--- src/pkg/clstm_pkg.sv ---
// shared constants, register map and carrier types of the closed-loop speed target map
package clstm_pkg;

	////////////////////////////////////////////////////////////////////////////////
	// register offsets on the byte register port
	localparam logic [7:0] CLSTM_OFS_STOP = 8'h02; // halt duty threshold, keep-running flag
	localparam logic [7:0] CLSTM_OFS_START = 8'h03; // begin duty threshold
	localparam logic [7:0] CLSTM_OFS_BREAK = 8'h04; // breakpoint duty
	localparam logic [7:0] CLSTM_OFS_TOP = 8'h05; // top duty threshold
	localparam logic [7:0] CLSTM_OFS_INIT_HI = 8'h06; // initial speed target [11:4]
	localparam logic [7:0] CLSTM_OFS_INIT_LO = 8'h07; // initial speed [3:0], top hysteresis
	localparam logic [7:0] CLSTM_OFS_GAIN1_HI = 8'h08; // first gain [13:6]
	localparam logic [7:0] CLSTM_OFS_GAIN1_LO = 8'h09; // first gain [5:0], two flags
	localparam logic [7:0] CLSTM_OFS_GAIN2_HI = 8'h0a; // second gain [13:6]
	localparam logic [7:0] CLSTM_OFS_GAIN2_LO = 8'h0b; // second gain [5:0], mode bit
	localparam logic [7:0] CLSTM_OFS_DROP = 8'h12; // speed drop limit select
	// read-only status of the block
	localparam logic [7:0] CLSTM_OFS_TGT_HI = 8'h30; // applied target [19:16]
	localparam logic [7:0] CLSTM_OFS_TGT_MID = 8'h31; // applied target [15:8]
	localparam logic [7:0] CLSTM_OFS_TGT_LO = 8'h32; // applied target [7:0]
	localparam logic [7:0] CLSTM_OFS_STATUS = 8'h33; // state flags

	////////////////////////////////////////////////////////////////////////////////
	// field positions and reset values
	localparam logic [7:0] CLSTM_CFG_RESET = 8'h00; // every config byte after reset
	localparam int CLSTM_KEEP_RUN_BIT = 7; // in stop register
	localparam int CLSTM_PASS_BIT = 1; // in first gain low register
	localparam int CLSTM_ZFULL_BIT = 0; // in first gain low register
	localparam int CLSTM_MODE_BIT = 0; // in second gain low register
	localparam int CLSTM_DROP_MSB = 7; // drop limit select field
	localparam int CLSTM_DROP_LSB = 5;
	localparam logic [9:0] CLSTM_TOP_DUTY_BIAS = 10'h101; // top duty = field + 257
	localparam logic [9:0] CLSTM_FULL_DUTY = 10'h200; // 100 percent duty in 1/512 units
	localparam int CLSTM_GAIN_SHIFT = 6; // gain lsb is 1/64 rpm per duty step
	localparam logic [19:0] CLSTM_SPEED_ZERO = 20'h00000;

	////////////////////////////////////////////////////////////////////////////////
	// drop limit steps in rpm per update interval
	localparam logic [19:0] CLSTM_STEP_1 = 20'h00200; // 512
	localparam logic [19:0] CLSTM_STEP_2 = 20'h00898; // 2200
	localparam logic [19:0] CLSTM_STEP_3 = 20'h00ed8; // 3800
	localparam logic [19:0] CLSTM_STEP_4 = 20'h01518; // 5400
	localparam logic [19:0] CLSTM_STEP_5 = 20'h01b58; // 7000
	localparam logic [19:0] CLSTM_STEP_6 = 20'h02198; // 8600
	localparam logic [19:0] CLSTM_STEP_7 = 20'h02800; // 10240

	// update interval of the drop limiter
	localparam int CLSTM_CLK_PERIOD_NS = 10;
	localparam int CLSTM_DROP_INTERVAL_NS = 1000000;
	localparam int CLSTM_DROP_INTERVAL_CYCLES = CLSTM_DROP_INTERVAL_NS / CLSTM_CLK_PERIOD_NS;

	////////////////////////////////////////////////////////////////////////////////
	// carrier types
	typedef struct packed {
		logic wr; // one-cycle write strobe
		logic rd; // one-cycle read strobe
		logic [7:0] addr; // register offset
		logic [7:0] wdata; // write byte
	} clstm_reg_req_t;

	typedef struct packed {
		logic [19:0] speed; // applied target in rpm
		logic closed_active; // closed-loop mapping in charge
		logic pass_active; // output duty follows input, or is full duty under the zero-duty flag, regulator bypassed
		logic [9:0] pass_duty; // output duty in 1/512 units when pass_active
	} clstm_target_t;

	// drop step for a select code, zero meaning unlimited
	function automatic logic [19:0] clstm_drop_step(input logic [2:0] sel);
		case (sel)
			3'h1: clstm_drop_step = CLSTM_STEP_1;
			3'h2: clstm_drop_step = CLSTM_STEP_2;
			3'h3: clstm_drop_step = CLSTM_STEP_3;
			3'h4: clstm_drop_step = CLSTM_STEP_4;
			3'h5: clstm_drop_step = CLSTM_STEP_5;
			3'h6: clstm_drop_step = CLSTM_STEP_6;
			3'h7: clstm_drop_step = CLSTM_STEP_7;
			default: clstm_drop_step = CLSTM_SPEED_ZERO;
		endcase
	endfunction

endpackage

--- src/hw/clstm_target_map.sv ---
// closed-loop speed target map: duty command to applied rpm target
//
// Function
// - both flags clear: zero low, hysteresis between
// - keep-running flag: initial speed below begin duty
// - zero-duty flag: full speed or full duty
// - optional breakpoint, second gain above it
// - breakpoint field, twice field over 512
// - breakpoint zero means single gain
// - first gain fourteen bits, 1/64 rpm step
// - second gain fourteen bits, same scale
// - decode begin, halt and top duty thresholds
// - initial speed target twelve bits, 1 rpm
// - full speed derived, never stored
// - breakpoint combines with other options
// - limit falls of target, not rises
// - three-bit drop limit step table
// - mode bit: closed loop zero, open one
// - pass-through at or above top duty
// - nine-bit speed command
`timescale 1ns/1ns
module clstm_target_map #(
	parameter int DROP_INTERVAL_CYCLES = clstm_pkg::CLSTM_DROP_INTERVAL_CYCLES
) (
	input wire logic mclk,
	input wire logic rst_b,
	input wire clstm_pkg::clstm_reg_req_t reg_req,
	output logic [7:0] reg_rd_data,
	input wire logic [8:0] speed_command,
	output clstm_pkg::clstm_target_t target
);
	import clstm_pkg::*;

	////////////////////////////////////////////////////////////////////////////////
	// helper functions

	// difference that stops at zero instead of wrapping
	// so a span below its threshold counts zero
	function automatic logic [9:0] clstm_sat_sub(input logic [9:0] a, input logic [9:0] b);
		clstm_sat_sub = (a > b) ? a - b : 10'h000;
	endfunction

	// one straight segment: base plus gain times span, gain in 1/64 rpm per step
	// a 24-bit product cannot wrap for these widths
	// the shift truncates each segment separately
	function automatic logic [19:0] clstm_seg(input logic [19:0] base,
		input logic [13:0] gain, input logic [9:0] span);
		logic [23:0] prod;
		prod = {10'h000, gain} * {14'h0000, span};
		clstm_seg = base + {2'b00, prod[23:CLSTM_GAIN_SHIFT]};
	endfunction

	////////////////////////////////////////////////////////////////////////////////
	// reset release: asserted at once, released after two edges
	// logic below sees only mclk-aligned releases
	// a runt pulse on rst_b still clears it all
	logic [1:0] rst_sync; // bit 0 feeds bit 1 only
	logic rst_sync_b; // released reset used by all logic

	always_ff @(posedge mclk or negedge rst_b) begin
		if (!rst_b) begin
			rst_sync <= 2'b00;
		end else begin
			rst_sync <= {rst_sync[0], 1'b1};
		end
	end

	assign rst_sync_b = rst_sync[1];

	////////////////////////////////////////////////////////////////////////////////
	// state
	// config bytes, read answer, command, flags;
	// one struct, so one process owns each flop
	typedef struct packed {
		logic [7:0] stop_duty_and_keep_running_low_duty_cfg;
		logic [7:0] start_duty_cfg;
		logic [7:0] breakpoint_duty_cfg;
		logic [7:0] max_duty_cfg;
		logic [7:0] start_speed_high;
		logic [7:0] start_speed_low;
		logic [7:0] slope_one_high;
		logic [7:0] slope_one_low_and_flags;
		logic [7:0] slope_two_high;
		logic [7:0] slope_two_low;
		logic [7:0] speed_drop_limit_cfg;
		logic [7:0] rd_data; // read answer, held until the next read
		logic running; // low band memory: motor was above begin duty
		logic pass_state; // pass-through hysteresis memory
		logic [19:0] cmd_speed; // mapped target before the drop limiter
		logic closed_active; // registered copy for the output
		logic pass_active; // registered copy for the output
		logic [9:0] pass_duty; // registered copy for the output
	} clstm_state_t;

	clstm_state_t st_reg;
	clstm_state_t st_next;

	////////////////////////////////////////////////////////////////////////////////
	// decoded settings
	// every duty shares the 1/512 scale, so no
	// compare needs rescaling; top reaches 512
	logic [9:0] duty; // command in 1/512 units, zero extended
	logic [9:0] begin_duty_threshold;
	logic [9:0] halt_duty_threshold;
	logic [9:0] top_duty_threshold;
	logic [9:0] breakpoint_duty;
	logic breakpoint_used;
	logic [19:0] initial_speed_target;
	logic [13:0] first_gain;
	logic [13:0] second_gain;
	logic [3:0] top_duty_hysteresis;
	logic [9:0] pass_exit_duty; // duty below which pass-through ends
	logic keep_running_low_duty;
	logic zero_duty_to_full_speed;
	logic pass_through_above_max;
	logic speed_mode_select;
	logic [2:0] speed_drop_limit;
	logic [19:0] full_speed; // speed at top duty
	logic [19:0] curve_speed; // speed on the gain curve at the clamped duty
	logic [9:0] clamped_duty; // duty held at or below top; a duty below begin is not clamped
	logic [19:0] applied_speed; // limiter output

	// top bit zero: 511/512 is the highest command
	// command is nine bits wide
	assign duty = {1'b0, speed_command};

	always_comb begin
		// plain wiring of bytes into fields
		// threshold decode
		begin_duty_threshold = {2'b00, st_reg.start_duty_cfg};
		halt_duty_threshold = {2'b00, st_reg.stop_duty_and_keep_running_low_duty_cfg[6:0], 1'b0};
		top_duty_threshold = {2'b00, st_reg.max_duty_cfg} + CLSTM_TOP_DUTY_BIAS;
		breakpoint_duty = {1'b0, st_reg.breakpoint_duty_cfg, 1'b0};
		breakpoint_used = (st_reg.breakpoint_duty_cfg != 8'h00);
		initial_speed_target = {8'h00, st_reg.start_speed_high, st_reg.start_speed_low[7:4]};
		top_duty_hysteresis = st_reg.start_speed_low[3:0];
		first_gain = {st_reg.slope_one_high, st_reg.slope_one_low_and_flags[7:2]};
		second_gain = {st_reg.slope_two_high, st_reg.slope_two_low[7:2]};
		keep_running_low_duty = st_reg.stop_duty_and_keep_running_low_duty_cfg[CLSTM_KEEP_RUN_BIT];
		pass_through_above_max = st_reg.slope_one_low_and_flags[CLSTM_PASS_BIT];
		zero_duty_to_full_speed = st_reg.slope_one_low_and_flags[CLSTM_ZFULL_BIT];
		speed_mode_select = st_reg.slope_two_low[CLSTM_MODE_BIT];
		speed_drop_limit = st_reg.speed_drop_limit_cfg[CLSTM_DROP_MSB:CLSTM_DROP_LSB];
		// exit point sits (hysteresis + 1) * 2 steps below top duty
		// widened first: a setting of 15 gives 32 steps
		pass_exit_duty = clstm_sat_sub(top_duty_threshold,
			{4'h0, {1'b0, top_duty_hysteresis} + 5'h01, 1'b0});
	end

	////////////////////////////////////////////////////////////////////////////////
	// gain curve
	// duty above top is clamped: the curve flattens
	// both results are built, next state picks one
	always_comb begin
		clamped_duty = (duty > top_duty_threshold) ? top_duty_threshold : duty;
		// a misplaced breakpoint below begin duty only loses its first segment,
		// since the spans saturate instead of wrapping
		if (breakpoint_used && clamped_duty > breakpoint_duty) begin
			curve_speed = clstm_seg(clstm_seg(initial_speed_target, first_gain,
				clstm_sat_sub(breakpoint_duty, begin_duty_threshold)), second_gain,
				clstm_sat_sub(clamped_duty, breakpoint_duty));
		end else begin
			curve_speed = clstm_seg(initial_speed_target, first_gain,
				clstm_sat_sub(clamped_duty, begin_duty_threshold));
		end
		// recomputed every cycle, so a gain write needs
		// no stored copy to be refreshed
		// full speed derived from settings
		if (breakpoint_used && top_duty_threshold > breakpoint_duty) begin
			full_speed = clstm_seg(clstm_seg(initial_speed_target, first_gain,
				clstm_sat_sub(breakpoint_duty, begin_duty_threshold)), second_gain,
				clstm_sat_sub(top_duty_threshold, breakpoint_duty));
		end else begin
			full_speed = clstm_seg(initial_speed_target, first_gain,
				clstm_sat_sub(top_duty_threshold, begin_duty_threshold));
		end
	end

	////////////////////////////////////////////////////////////////////////////////
	// next state: registers, hysteresis memories and target selection
	// one process, so a write, a read and a speed
	// update in one cycle cannot race each other
	always_comb begin
		st_next = st_reg;

		// register writes take effect at the strobe edge; unknown offsets are dropped
		// read-only and unknown offsets change nothing
		if (reg_req.wr) begin
			case (reg_req.addr)
				CLSTM_OFS_STOP: st_next.stop_duty_and_keep_running_low_duty_cfg = reg_req.wdata;
				CLSTM_OFS_START: st_next.start_duty_cfg = reg_req.wdata;
				CLSTM_OFS_BREAK: st_next.breakpoint_duty_cfg = reg_req.wdata;
				CLSTM_OFS_TOP: st_next.max_duty_cfg = reg_req.wdata;
				CLSTM_OFS_INIT_HI: st_next.start_speed_high = reg_req.wdata;
				CLSTM_OFS_INIT_LO: st_next.start_speed_low = reg_req.wdata;
				CLSTM_OFS_GAIN1_HI: st_next.slope_one_high = reg_req.wdata;
				CLSTM_OFS_GAIN1_LO: st_next.slope_one_low_and_flags = reg_req.wdata;
				CLSTM_OFS_GAIN2_HI: st_next.slope_two_high = reg_req.wdata;
				CLSTM_OFS_GAIN2_LO: st_next.slope_two_low = reg_req.wdata;
				CLSTM_OFS_DROP: st_next.speed_drop_limit_cfg = reg_req.wdata;
				default: st_next.rd_data = st_reg.rd_data;
			endcase
		end

		// reads capture the byte; unmapped offsets answer zero
		// the answer stands from the edge after the strobe
		if (reg_req.rd) begin
			case (reg_req.addr)
				CLSTM_OFS_STOP: st_next.rd_data = st_reg.stop_duty_and_keep_running_low_duty_cfg;
				CLSTM_OFS_START: st_next.rd_data = st_reg.start_duty_cfg;
				CLSTM_OFS_BREAK: st_next.rd_data = st_reg.breakpoint_duty_cfg;
				CLSTM_OFS_TOP: st_next.rd_data = st_reg.max_duty_cfg;
				CLSTM_OFS_INIT_HI: st_next.rd_data = st_reg.start_speed_high;
				CLSTM_OFS_INIT_LO: st_next.rd_data = st_reg.start_speed_low;
				CLSTM_OFS_GAIN1_HI: st_next.rd_data = st_reg.slope_one_high;
				CLSTM_OFS_GAIN1_LO: st_next.rd_data = st_reg.slope_one_low_and_flags;
				CLSTM_OFS_GAIN2_HI: st_next.rd_data = st_reg.slope_two_high;
				CLSTM_OFS_GAIN2_LO: st_next.rd_data = st_reg.slope_two_low;
				CLSTM_OFS_DROP: st_next.rd_data = st_reg.speed_drop_limit_cfg;
				CLSTM_OFS_TGT_HI: st_next.rd_data = {4'h0, applied_speed[19:16]};
				CLSTM_OFS_TGT_MID: st_next.rd_data = applied_speed[15:8];
				CLSTM_OFS_TGT_LO: st_next.rd_data = applied_speed[7:0];
				CLSTM_OFS_STATUS: st_next.rd_data = {5'h00, st_reg.running,
					st_reg.pass_active, st_reg.closed_active};
				default: st_next.rd_data = 8'h00;
			endcase
		end

		// between halt and begin the memory holds,
		// which gives the band its direction
		// low band memory follows direction
		if (duty > begin_duty_threshold) begin
			st_next.running = 1'b1;
		end else if (duty <= halt_duty_threshold) begin
			st_next.running = 1'b0;
		end

		// flag clear or open loop drops it at once;
		// the exit band stops chatter at top duty
		// pass-through entry and exit
		if (!pass_through_above_max || speed_mode_select) begin
			st_next.pass_state = 1'b0;
		end else if (duty >= top_duty_threshold) begin
			st_next.pass_state = 1'b1;
		end else if (duty < pass_exit_duty) begin
			st_next.pass_state = 1'b0;
		end

		// priority: mode, zero-duty flag, low band,
		// pass-through; the rest stays on the curve
		// default result: closed loop on the gain curve
		st_next.closed_active = 1'b1;
		st_next.pass_active = 1'b0;
		st_next.pass_duty = 10'h000;
		st_next.cmd_speed = curve_speed;

		if (speed_mode_select) begin
			st_next.closed_active = 1'b0;
			st_next.cmd_speed = CLSTM_SPEED_ZERO;
		end else if (zero_duty_to_full_speed && (duty == 10'h000 ||
			(keep_running_low_duty && duty <= halt_duty_threshold))) begin
			if (pass_through_above_max) begin
				st_next.closed_active = 1'b0;
				st_next.pass_active = 1'b1;
				st_next.pass_duty = CLSTM_FULL_DUTY;
			end
			// speed rides along, unused in pass mode
			st_next.cmd_speed = full_speed;
		end else if (duty <= begin_duty_threshold) begin
			if (keep_running_low_duty) begin
				st_next.cmd_speed = initial_speed_target;
			end else if (duty <= halt_duty_threshold) begin
				st_next.cmd_speed = CLSTM_SPEED_ZERO;
			end else begin
				st_next.cmd_speed = st_next.running ? initial_speed_target : CLSTM_SPEED_ZERO;
			end
		end else if (st_next.pass_state) begin
			// entry was decided above, same cycle
			// output duty equals input
			st_next.closed_active = 1'b0;
			st_next.pass_active = 1'b1;
			st_next.pass_duty = duty;
			st_next.cmd_speed = full_speed;
		end
		// each option decides its own band, the curve covers the rest
	end

	// register the state
	// all-zero config puts any nonzero duty on
	// the curve, so closed loop shows at once
	always_ff @(posedge mclk or negedge rst_sync_b) begin
		if (!rst_sync_b) begin
			st_reg <= '0;
			st_reg.stop_duty_and_keep_running_low_duty_cfg <= CLSTM_CFG_RESET;
			st_reg.start_duty_cfg <= CLSTM_CFG_RESET;
			st_reg.breakpoint_duty_cfg <= CLSTM_CFG_RESET;
			st_reg.max_duty_cfg <= CLSTM_CFG_RESET;
			st_reg.speed_drop_limit_cfg <= CLSTM_CFG_RESET;
		end else begin
			st_reg <= st_next;
		end
	end

	////////////////////////////////////////////////////////////////////////////////
	// drop limiter between the map and the regulator
	// fed from the registered command: one cycle
	// of latency keeps curve maths off its path
	// step chosen by the three-bit field
	clstm_drop_limiter #(
		.DROP_INTERVAL_CYCLES(DROP_INTERVAL_CYCLES)
	) u_drop_limiter (
		.mclk(mclk),
		.rst_sync_b(rst_sync_b),
		.cmd_speed(st_reg.cmd_speed),
		.bypass(!st_reg.closed_active),
		.step_sel(speed_drop_limit),
		.applied_speed(applied_speed)
	);

	////////////////////////////////////////////////////////////////////////////////
	// outputs, all from flip-flops
	// in pass-through speed carries full speed
	assign reg_rd_data = st_reg.rd_data;
	assign target.speed = applied_speed;
	assign target.closed_active = st_reg.closed_active;
	assign target.pass_active = st_reg.pass_active;
	assign target.pass_duty = st_reg.pass_duty;

endmodule

--- src/hw/clstm_drop_limiter.sv ---
// limiter that lets the applied speed target fall only by a set step per interval
`timescale 1ns/1ns
module clstm_drop_limiter #(
	parameter int DROP_INTERVAL_CYCLES = clstm_pkg::CLSTM_DROP_INTERVAL_CYCLES
) (
	input wire logic mclk,
	input wire logic rst_sync_b,
	input wire logic [19:0] cmd_speed,
	input wire logic bypass,
	input wire logic [2:0] step_sel,
	output logic [19:0] applied_speed
);
	import clstm_pkg::*;

	////////////////////////////////////////////////////////////////////////////////
	// state
	typedef struct packed {
		logic [19:0] cnt; // interval counter, wide enough for a 1 ms default
		logic [19:0] applied; // speed handed to the regulator
	} clstm_lim_state_t;

	clstm_lim_state_t st_reg;
	clstm_lim_state_t st_next;
	logic tick; // last cycle of an interval
	logic [19:0] step; // allowed fall this interval
	logic [19:0] floor_speed; // lowest value reachable this interval

	assign applied_speed = st_reg.applied;

	////////////////////////////////////////////////////////////////////////////////
	// next state
	always_comb begin
		st_next = st_reg;
		step = clstm_drop_step(step_sel);
		tick = (st_reg.cnt == 20'(DROP_INTERVAL_CYCLES - 1));
		// free-running interval, so the pace does not depend on command timing
		st_next.cnt = tick ? 20'h00000 : st_reg.cnt + 20'h00001;
		// no underflow: a step larger than the target lands on zero
		floor_speed = (st_reg.applied > step) ? st_reg.applied - step : CLSTM_SPEED_ZERO;
		if (bypass || cmd_speed >= st_reg.applied || step == CLSTM_SPEED_ZERO) begin
			st_next.applied = cmd_speed;
		end else if (tick) begin
			st_next.applied = (cmd_speed > floor_speed) ? cmd_speed : floor_speed;
		end
	end

	// register the state
	always_ff @(posedge mclk or negedge rst_sync_b) begin
		if (!rst_sync_b) begin
			st_reg <= '0;
		end else begin
			st_reg <= st_next;
		end
	end

endmodule

--- config.mk ---
export PLATFORM = sky130hd
export DESIGN_NAME = clstm_target_map
export DESIGN_NICKNAME = d
export VERILOG_FILES = /design/src/pkg/clstm_pkg.sv /design/src/hw/clstm_target_map.sv /design/src/hw/clstm_drop_limiter.sv
export SDC_FILE = /design/constraint.sdc
export NUM_CORES = 2
export LEC_CHECK = 0
export ABC_AREA = 1
export BUFFER_PORTS_ARGS = -buffer_cell sky130_fd_sc_hd__buf_2
export CAP_MARGIN = 20
export CORE_AREA = 2 2 210 316
export CTS_CLUSTER_DIAMETER = 30
export CTS_CLUSTER_SIZE = 25
export DETAILED_ROUTE_END_ITERATION = 10
export DIE_AREA = 0 0 212 318
export PLACE_DENSITY_LB_ADDON = 0.15
export REMOVE_ABC_BUFFERS = 1
export SETUP_SLACK_MARGIN = 0.3
export SYNTH_ARGS = -nofsm -noshare
export SYNTH_HDL_FRONTEND = slang
export SYNTH_SLANG_ARGS = --single-unit
--- constraint.sdc ---
create_clock -name mclk -period 4.91 [get_ports mclk]
set_input_delay 0.982 -clock mclk [delete_from_list [all_inputs] [get_ports mclk]]
set_output_delay 0.982 -clock mclk [all_outputs]
set_load 0.01 [all_outputs]
# == After elaboration in Yosys (flattened, before gate mapping) ==
# Cells that the tools add are included.
# totals
regBits,172
inputBits,29
out_inout_bits,40
word_cells,136
# op_classes
add_sub_neg,15
multipliers,5
n_lt_le_gt_ge,15
n_eq_ne,23
mux,32
n_reduce_logical,25
# ops
operator,n
$mux W20,8
$mul A14 B10 Y24,5
$pmux W8 S15,1
$pmux W14 S7,1
$mux W10,7
$mux W32,2
$mux W12,5
$add A12 B18 Y19,3
$eq A8 B3 Y1 const B,4
$eq A8 B4 Y1 const B,4
$eq A8 B6 Y1 const B,4
$reduce_and A2 Y1,11
$mux W21,1
$add A19 B18 Y20,1
$add A20 B1 Y20 const B,1
$add A20 B18 Y20,1
$eq A20 B17 Y1 const B,1
$ge A20 B20 Y1,1
$gt A10 B8 Y1,2
$gt A10 B9 Y1,2
$gt A20 B14 Y1,1
$gt A20 B20 Y1,1
$logic_not A20 Y1,1
$sub A10 B8 Y10,2
other kinds (26),45

# == Logic depth before layout (Yosys ltp) ==
# logic_depth
ltp_word,12
ltp_mapped,68
depth_no_buf,68

# == Cells and area by module ==
# Synthesis repeated with hierarchy kept, for this count alone.
# hier_totals
hier_cells,5453
hier_area_um2,39534.2
# by_module_without_submodules
module,instances,cells_each,area_each_um2,seq_area_each_um2
clstm_target_map,1,4771,35208.8,3303.2
clstm_drop_limiter,1,682,4325.4,1001.0

# == Worst setup path before layout ==
# Ideal clock, no wire load.
# synth_path
path_kind,register to register
startpoint,reg st_reg[99] (netlist name)
endpoint,reg st_reg[30] (netlist name)
setup_ns,0.137
arrival_ns,10.162
setup_slack_ns,-5.389
stages_incl_launch_ff,61
synth_period_minus_slack_ns,10.299
cell_sequence,dfrtp_1 > ha_1 > nand2_2 > nor2_4 > nand2_1 > inv_1 > ha_1 > inv_1 > nor2_1 > nand3_1 > nor2_2 > nand4_2 > nand2_2 > clkbuf_1 > o21ai_0 > ha_1 > nand2_1 > o21ai_1 > [... 25 more ...] > nor3_1 > nand2_1 > o211ai_1 > a21oi_1 > o21ai_0 > nand2_1 > nand2_1 > a21oi_1 > nor2_1 > nor2_1 > nor2_1 > nor2_1 > nor2_1 > nor2_1 > o21bai_1 > nor2_1 > o21ai_1 > a21oi_1
# synth_rtl
item,line,text
from (decl),clstm_target_map.sv:95,clstm_state_t st_reg;
from (signal assigned),clstm_target_map.sv:300,st_reg <= st_next;

==> metrics.cfg <==
[run_status]
status=finished, violations left
violations=negative setup slack

[detailed_routing]
drc_errors=0
via_per_inst=5.705
wl_um=154500
wl_per_cell_um=21.33
first_pass_iters=9
ant_nets=0
num_vias=41310
first_iter_violations=3497

[yosys]
ys_warn_count=0
avgSynthCellArea_sq_um=7.418
synth_edf_count=0
ys_ff_latch=172
ys.flop_type=dfrtp_1
synth_cell_types=65
netlist_instances=5189
seq_area_frac_synth=0.1118
synthArstFlopShare=1.000
netlist_area_sq_mm=0.03849

[global_route]
grt_max_degree=171
overflow=0
antenna_found_initial=4
grt_pass1_vias=42310
grt_pass1_wl_um=228900
grt_util_all_layers=0.4514

[layout]
stdcell_count=7241
fin_area_sq_mm=0.05135
drive_above_1_share=0.2846
fill_cells=4547
area_growth_syn_to_layout_pct=33.40
seqCellArea_sq_mm=0.004309
final_cell_mix=buf_4 (1203), nand2_1 (986), inv_1 (927)
nets=7329
multi_input_area_sq_mm=0.03145
final_common_cell=buf_4
largest_reg_flops=41

[clock_network]
htreeDepth=4
cts-buffers-inserted=17
root_buffer=clkbuf_16
insertion_delay_ns=0.52
clkSinkCount=172
cts_hold_buf=0
cts_tree=done
cts.clk_slew.worst_paths_ns=0.10
cts.path.max_buffers=2

[placement]
place_area_sq_mm=0.04772
port_buffers=68
placed_cells=7088
dp.final_hpwl_um=124000
gp_congestion=1.054

[pwr]
clkPwrFrac=0.128
sequentialPowerShare=0.157
leakage_uw=0.02774
ir_drop_mv=0.3018
combinationalPowerShare=0.715
p_int_uw=5894
power_switching_share=0.4931
p_per_area_mw_per_mm2=226.5
switchingPower_uw=5734

[timing]
setup_violations=40
period_needed_ns=10.44
rsz0062_at_grt=true
relSlewSlack=0.2180
slew_viol_final=0
hold_viol_final=0
layout_worst_path_cycle_share=2.126
skew_ns=0.02833
holdWs_ns=0.2374
fmax_ghz=0.09578
timing.final.ws_setup_ns=-5.531
worstMarginPinSlew_ns=1.172

[die]
row_count=115
chipHeight_um=318
die-width_um=212
initial_core_util=0.5931
num_io_pins=69
core_sq_mm=0.06489
die_area_sq_mm=0.06742

[setup_path]
critPathMostFrequentCell=buf_4
critPathCaptureType=register
crit_slowest_cell=fa_1
cpPeakStageDelay_ns=0.54
crit_path_start_kind=register
cp_max_fo=8
crit_start=st_reg[98]
worstSetupPathType=reg -> reg
critPathArrivalTime_ns=10.86
timing.rr.start=st_reg[98]
cp.required_ns=5.33

[flow_run]
maxCapViolCount=0

[min_path]
hold_class=in -> async

==> cells in the mapped netlist, types with 13 or more instances <==
cell type | n | area (sq um)
nand2_2 | 23 | 143.9
a211oi_1 | 21 | 157.7
buf_4 | 41 | 307.8
o211ai_1 | 34 | 255.2
dfrtp_1 | 172 | 4304
o221ai_1 | 18 | 157.7
ha_1 | 479 | 5993
xnor2_1 | 50 | 437.9
o21bai_1 | 23 | 172.7
nor2_1 | 543 | 2038
fa_1 | 477 | 9549
clkinv_1 | 13 | 48.80
a21oi_1 | 264 | 1321
nand2_1 | 1056 | 3964
inv_1 | 969 | 3637
xor2_1 | 118 | 1033
clkbuf_1 | 134 | 503.0
nand3_1 | 145 | 725.7
nor4_1 | 20 | 125.1
nand4_1 | 40 | 250.2
a21o_1 | 16 | 120.1
nor3_1 | 60 | 300.3
a31oi_1 | 21 | 131.4
o22ai_1 | 31 | 193.9
or2_2 | 15 | 93.84
o21ai_0 | 246 | 1231
==> through the flow <==
stage / setup TNS, ns / total power (uW) / utilization / worst slack [ns]
final: -104.79 / 11630 / 0.7912 / -5.531
after global routing: -119.85 / 12230 / 0.7910 / -6.050
after CTS: -91.33 / 10690 / 0.7716 / -5.029
after detailed placement: -113.75 / 8559 / 0.7354 / -5.885
after global placement: -108.49 / 8406 / 0.7354 / -5.648
after floorplan: -137.75 / 5144 / - / -5.511
==> critical path, delay by kind of cell, from the launching register on <==
kind	cells	cell delay, ns
flip-flops	1	0.43
buffers and inverters	20	1.92
adder cells (fa/ha/maj)	10	3.87
AO/OA/AOI/OAI	15	1.71
XOR/XNOR	2	0.36
AND/OR/NAND/NOR	20	2.07
==> what timing repair did <==
action	in CTS	in global routing
gates cloned	6	0
gates resized for setup	305	228
setup buffers	64	44
endpoints found under the setup margin	40	50
pin swaps	125	173
==> kinds of logic after synthesis <==
family                     after synthesis  synth area share
xor gates and xnor gates               171           0.03950
and+or+nand+nor                       1958            0.2116
DFF                                    172            0.1118
buffers and inverters                 1181            0.1197
muxes                                    3         0.0007802
adders and majority gates              956            0.4038
AOI/OAI and AO/OA                      747            0.1127
other                                    1        0.00009743
==> power groups by stage <==
stage	clock, uW	sequential (uW)	combinational (uW)
6_report	1490	1820	8310
5_1_grt	1540	1820	8870
4_1_cts	1500	1790	7400
3_5_place_dp	0	1820	6740
3_3_place_gp	0	1820	6590
2_1_floorplan	0	1810	3330
==> final timing paths <==
| check | to | slack (ns) | depth (start not counted) |
|---|---|---|---|
| max in group asynchronous | initial_speed_target[2] | 3.56 | 1 |
| min in group mclk | rst_sync[1] | 0.37 | 0 |
| worst min register to register | rst_sync[1] | 0.37 | 0 |
| worst max register to register | st_reg[24] | -5.53 | 67 |
| worst max-delay path | st_reg[24] | -5.53 | 67 |
| worst min-delay path | rst_sync[1] | 0.24 | 1 |
==> metal layers <==
layer / global-route usage / part of all wire / up-vias / routed length [um]
li1: - / - / 18650 / -
met1: 0.4575 / 0.32 / 19620 / 49880
met2: 0.7612 / 0.47 / 2059 / 73350
met3: 0.08631 / 0.073 / 985 / 11210
met4: 0.4462 / 0.13 / 0 / 20030
met5: 0 / 0 / - / 0
==> area by class of cell <==
| class | count | area share |
|---|---|---|
| Multi-Input combinational cell | 3837 | 0.6126 |
| Clock buffer | 17 | 0.008285 |
| Timing Repair inverter | 2 | 0.0001949 |
| Tap cell | 877 | 0.02137 |
| Antenna cell | 7 | 0.0003411 |
| Sequential cell | 172 | 0.08392 |
| Clock inverter | 15 | 0.004021 |
| Timing Repair Buffer | 1318 | 0.1958 |
| Inverter | 996 | 0.07349 |
No activity file was read; power rests on OpenSTA's default activity.
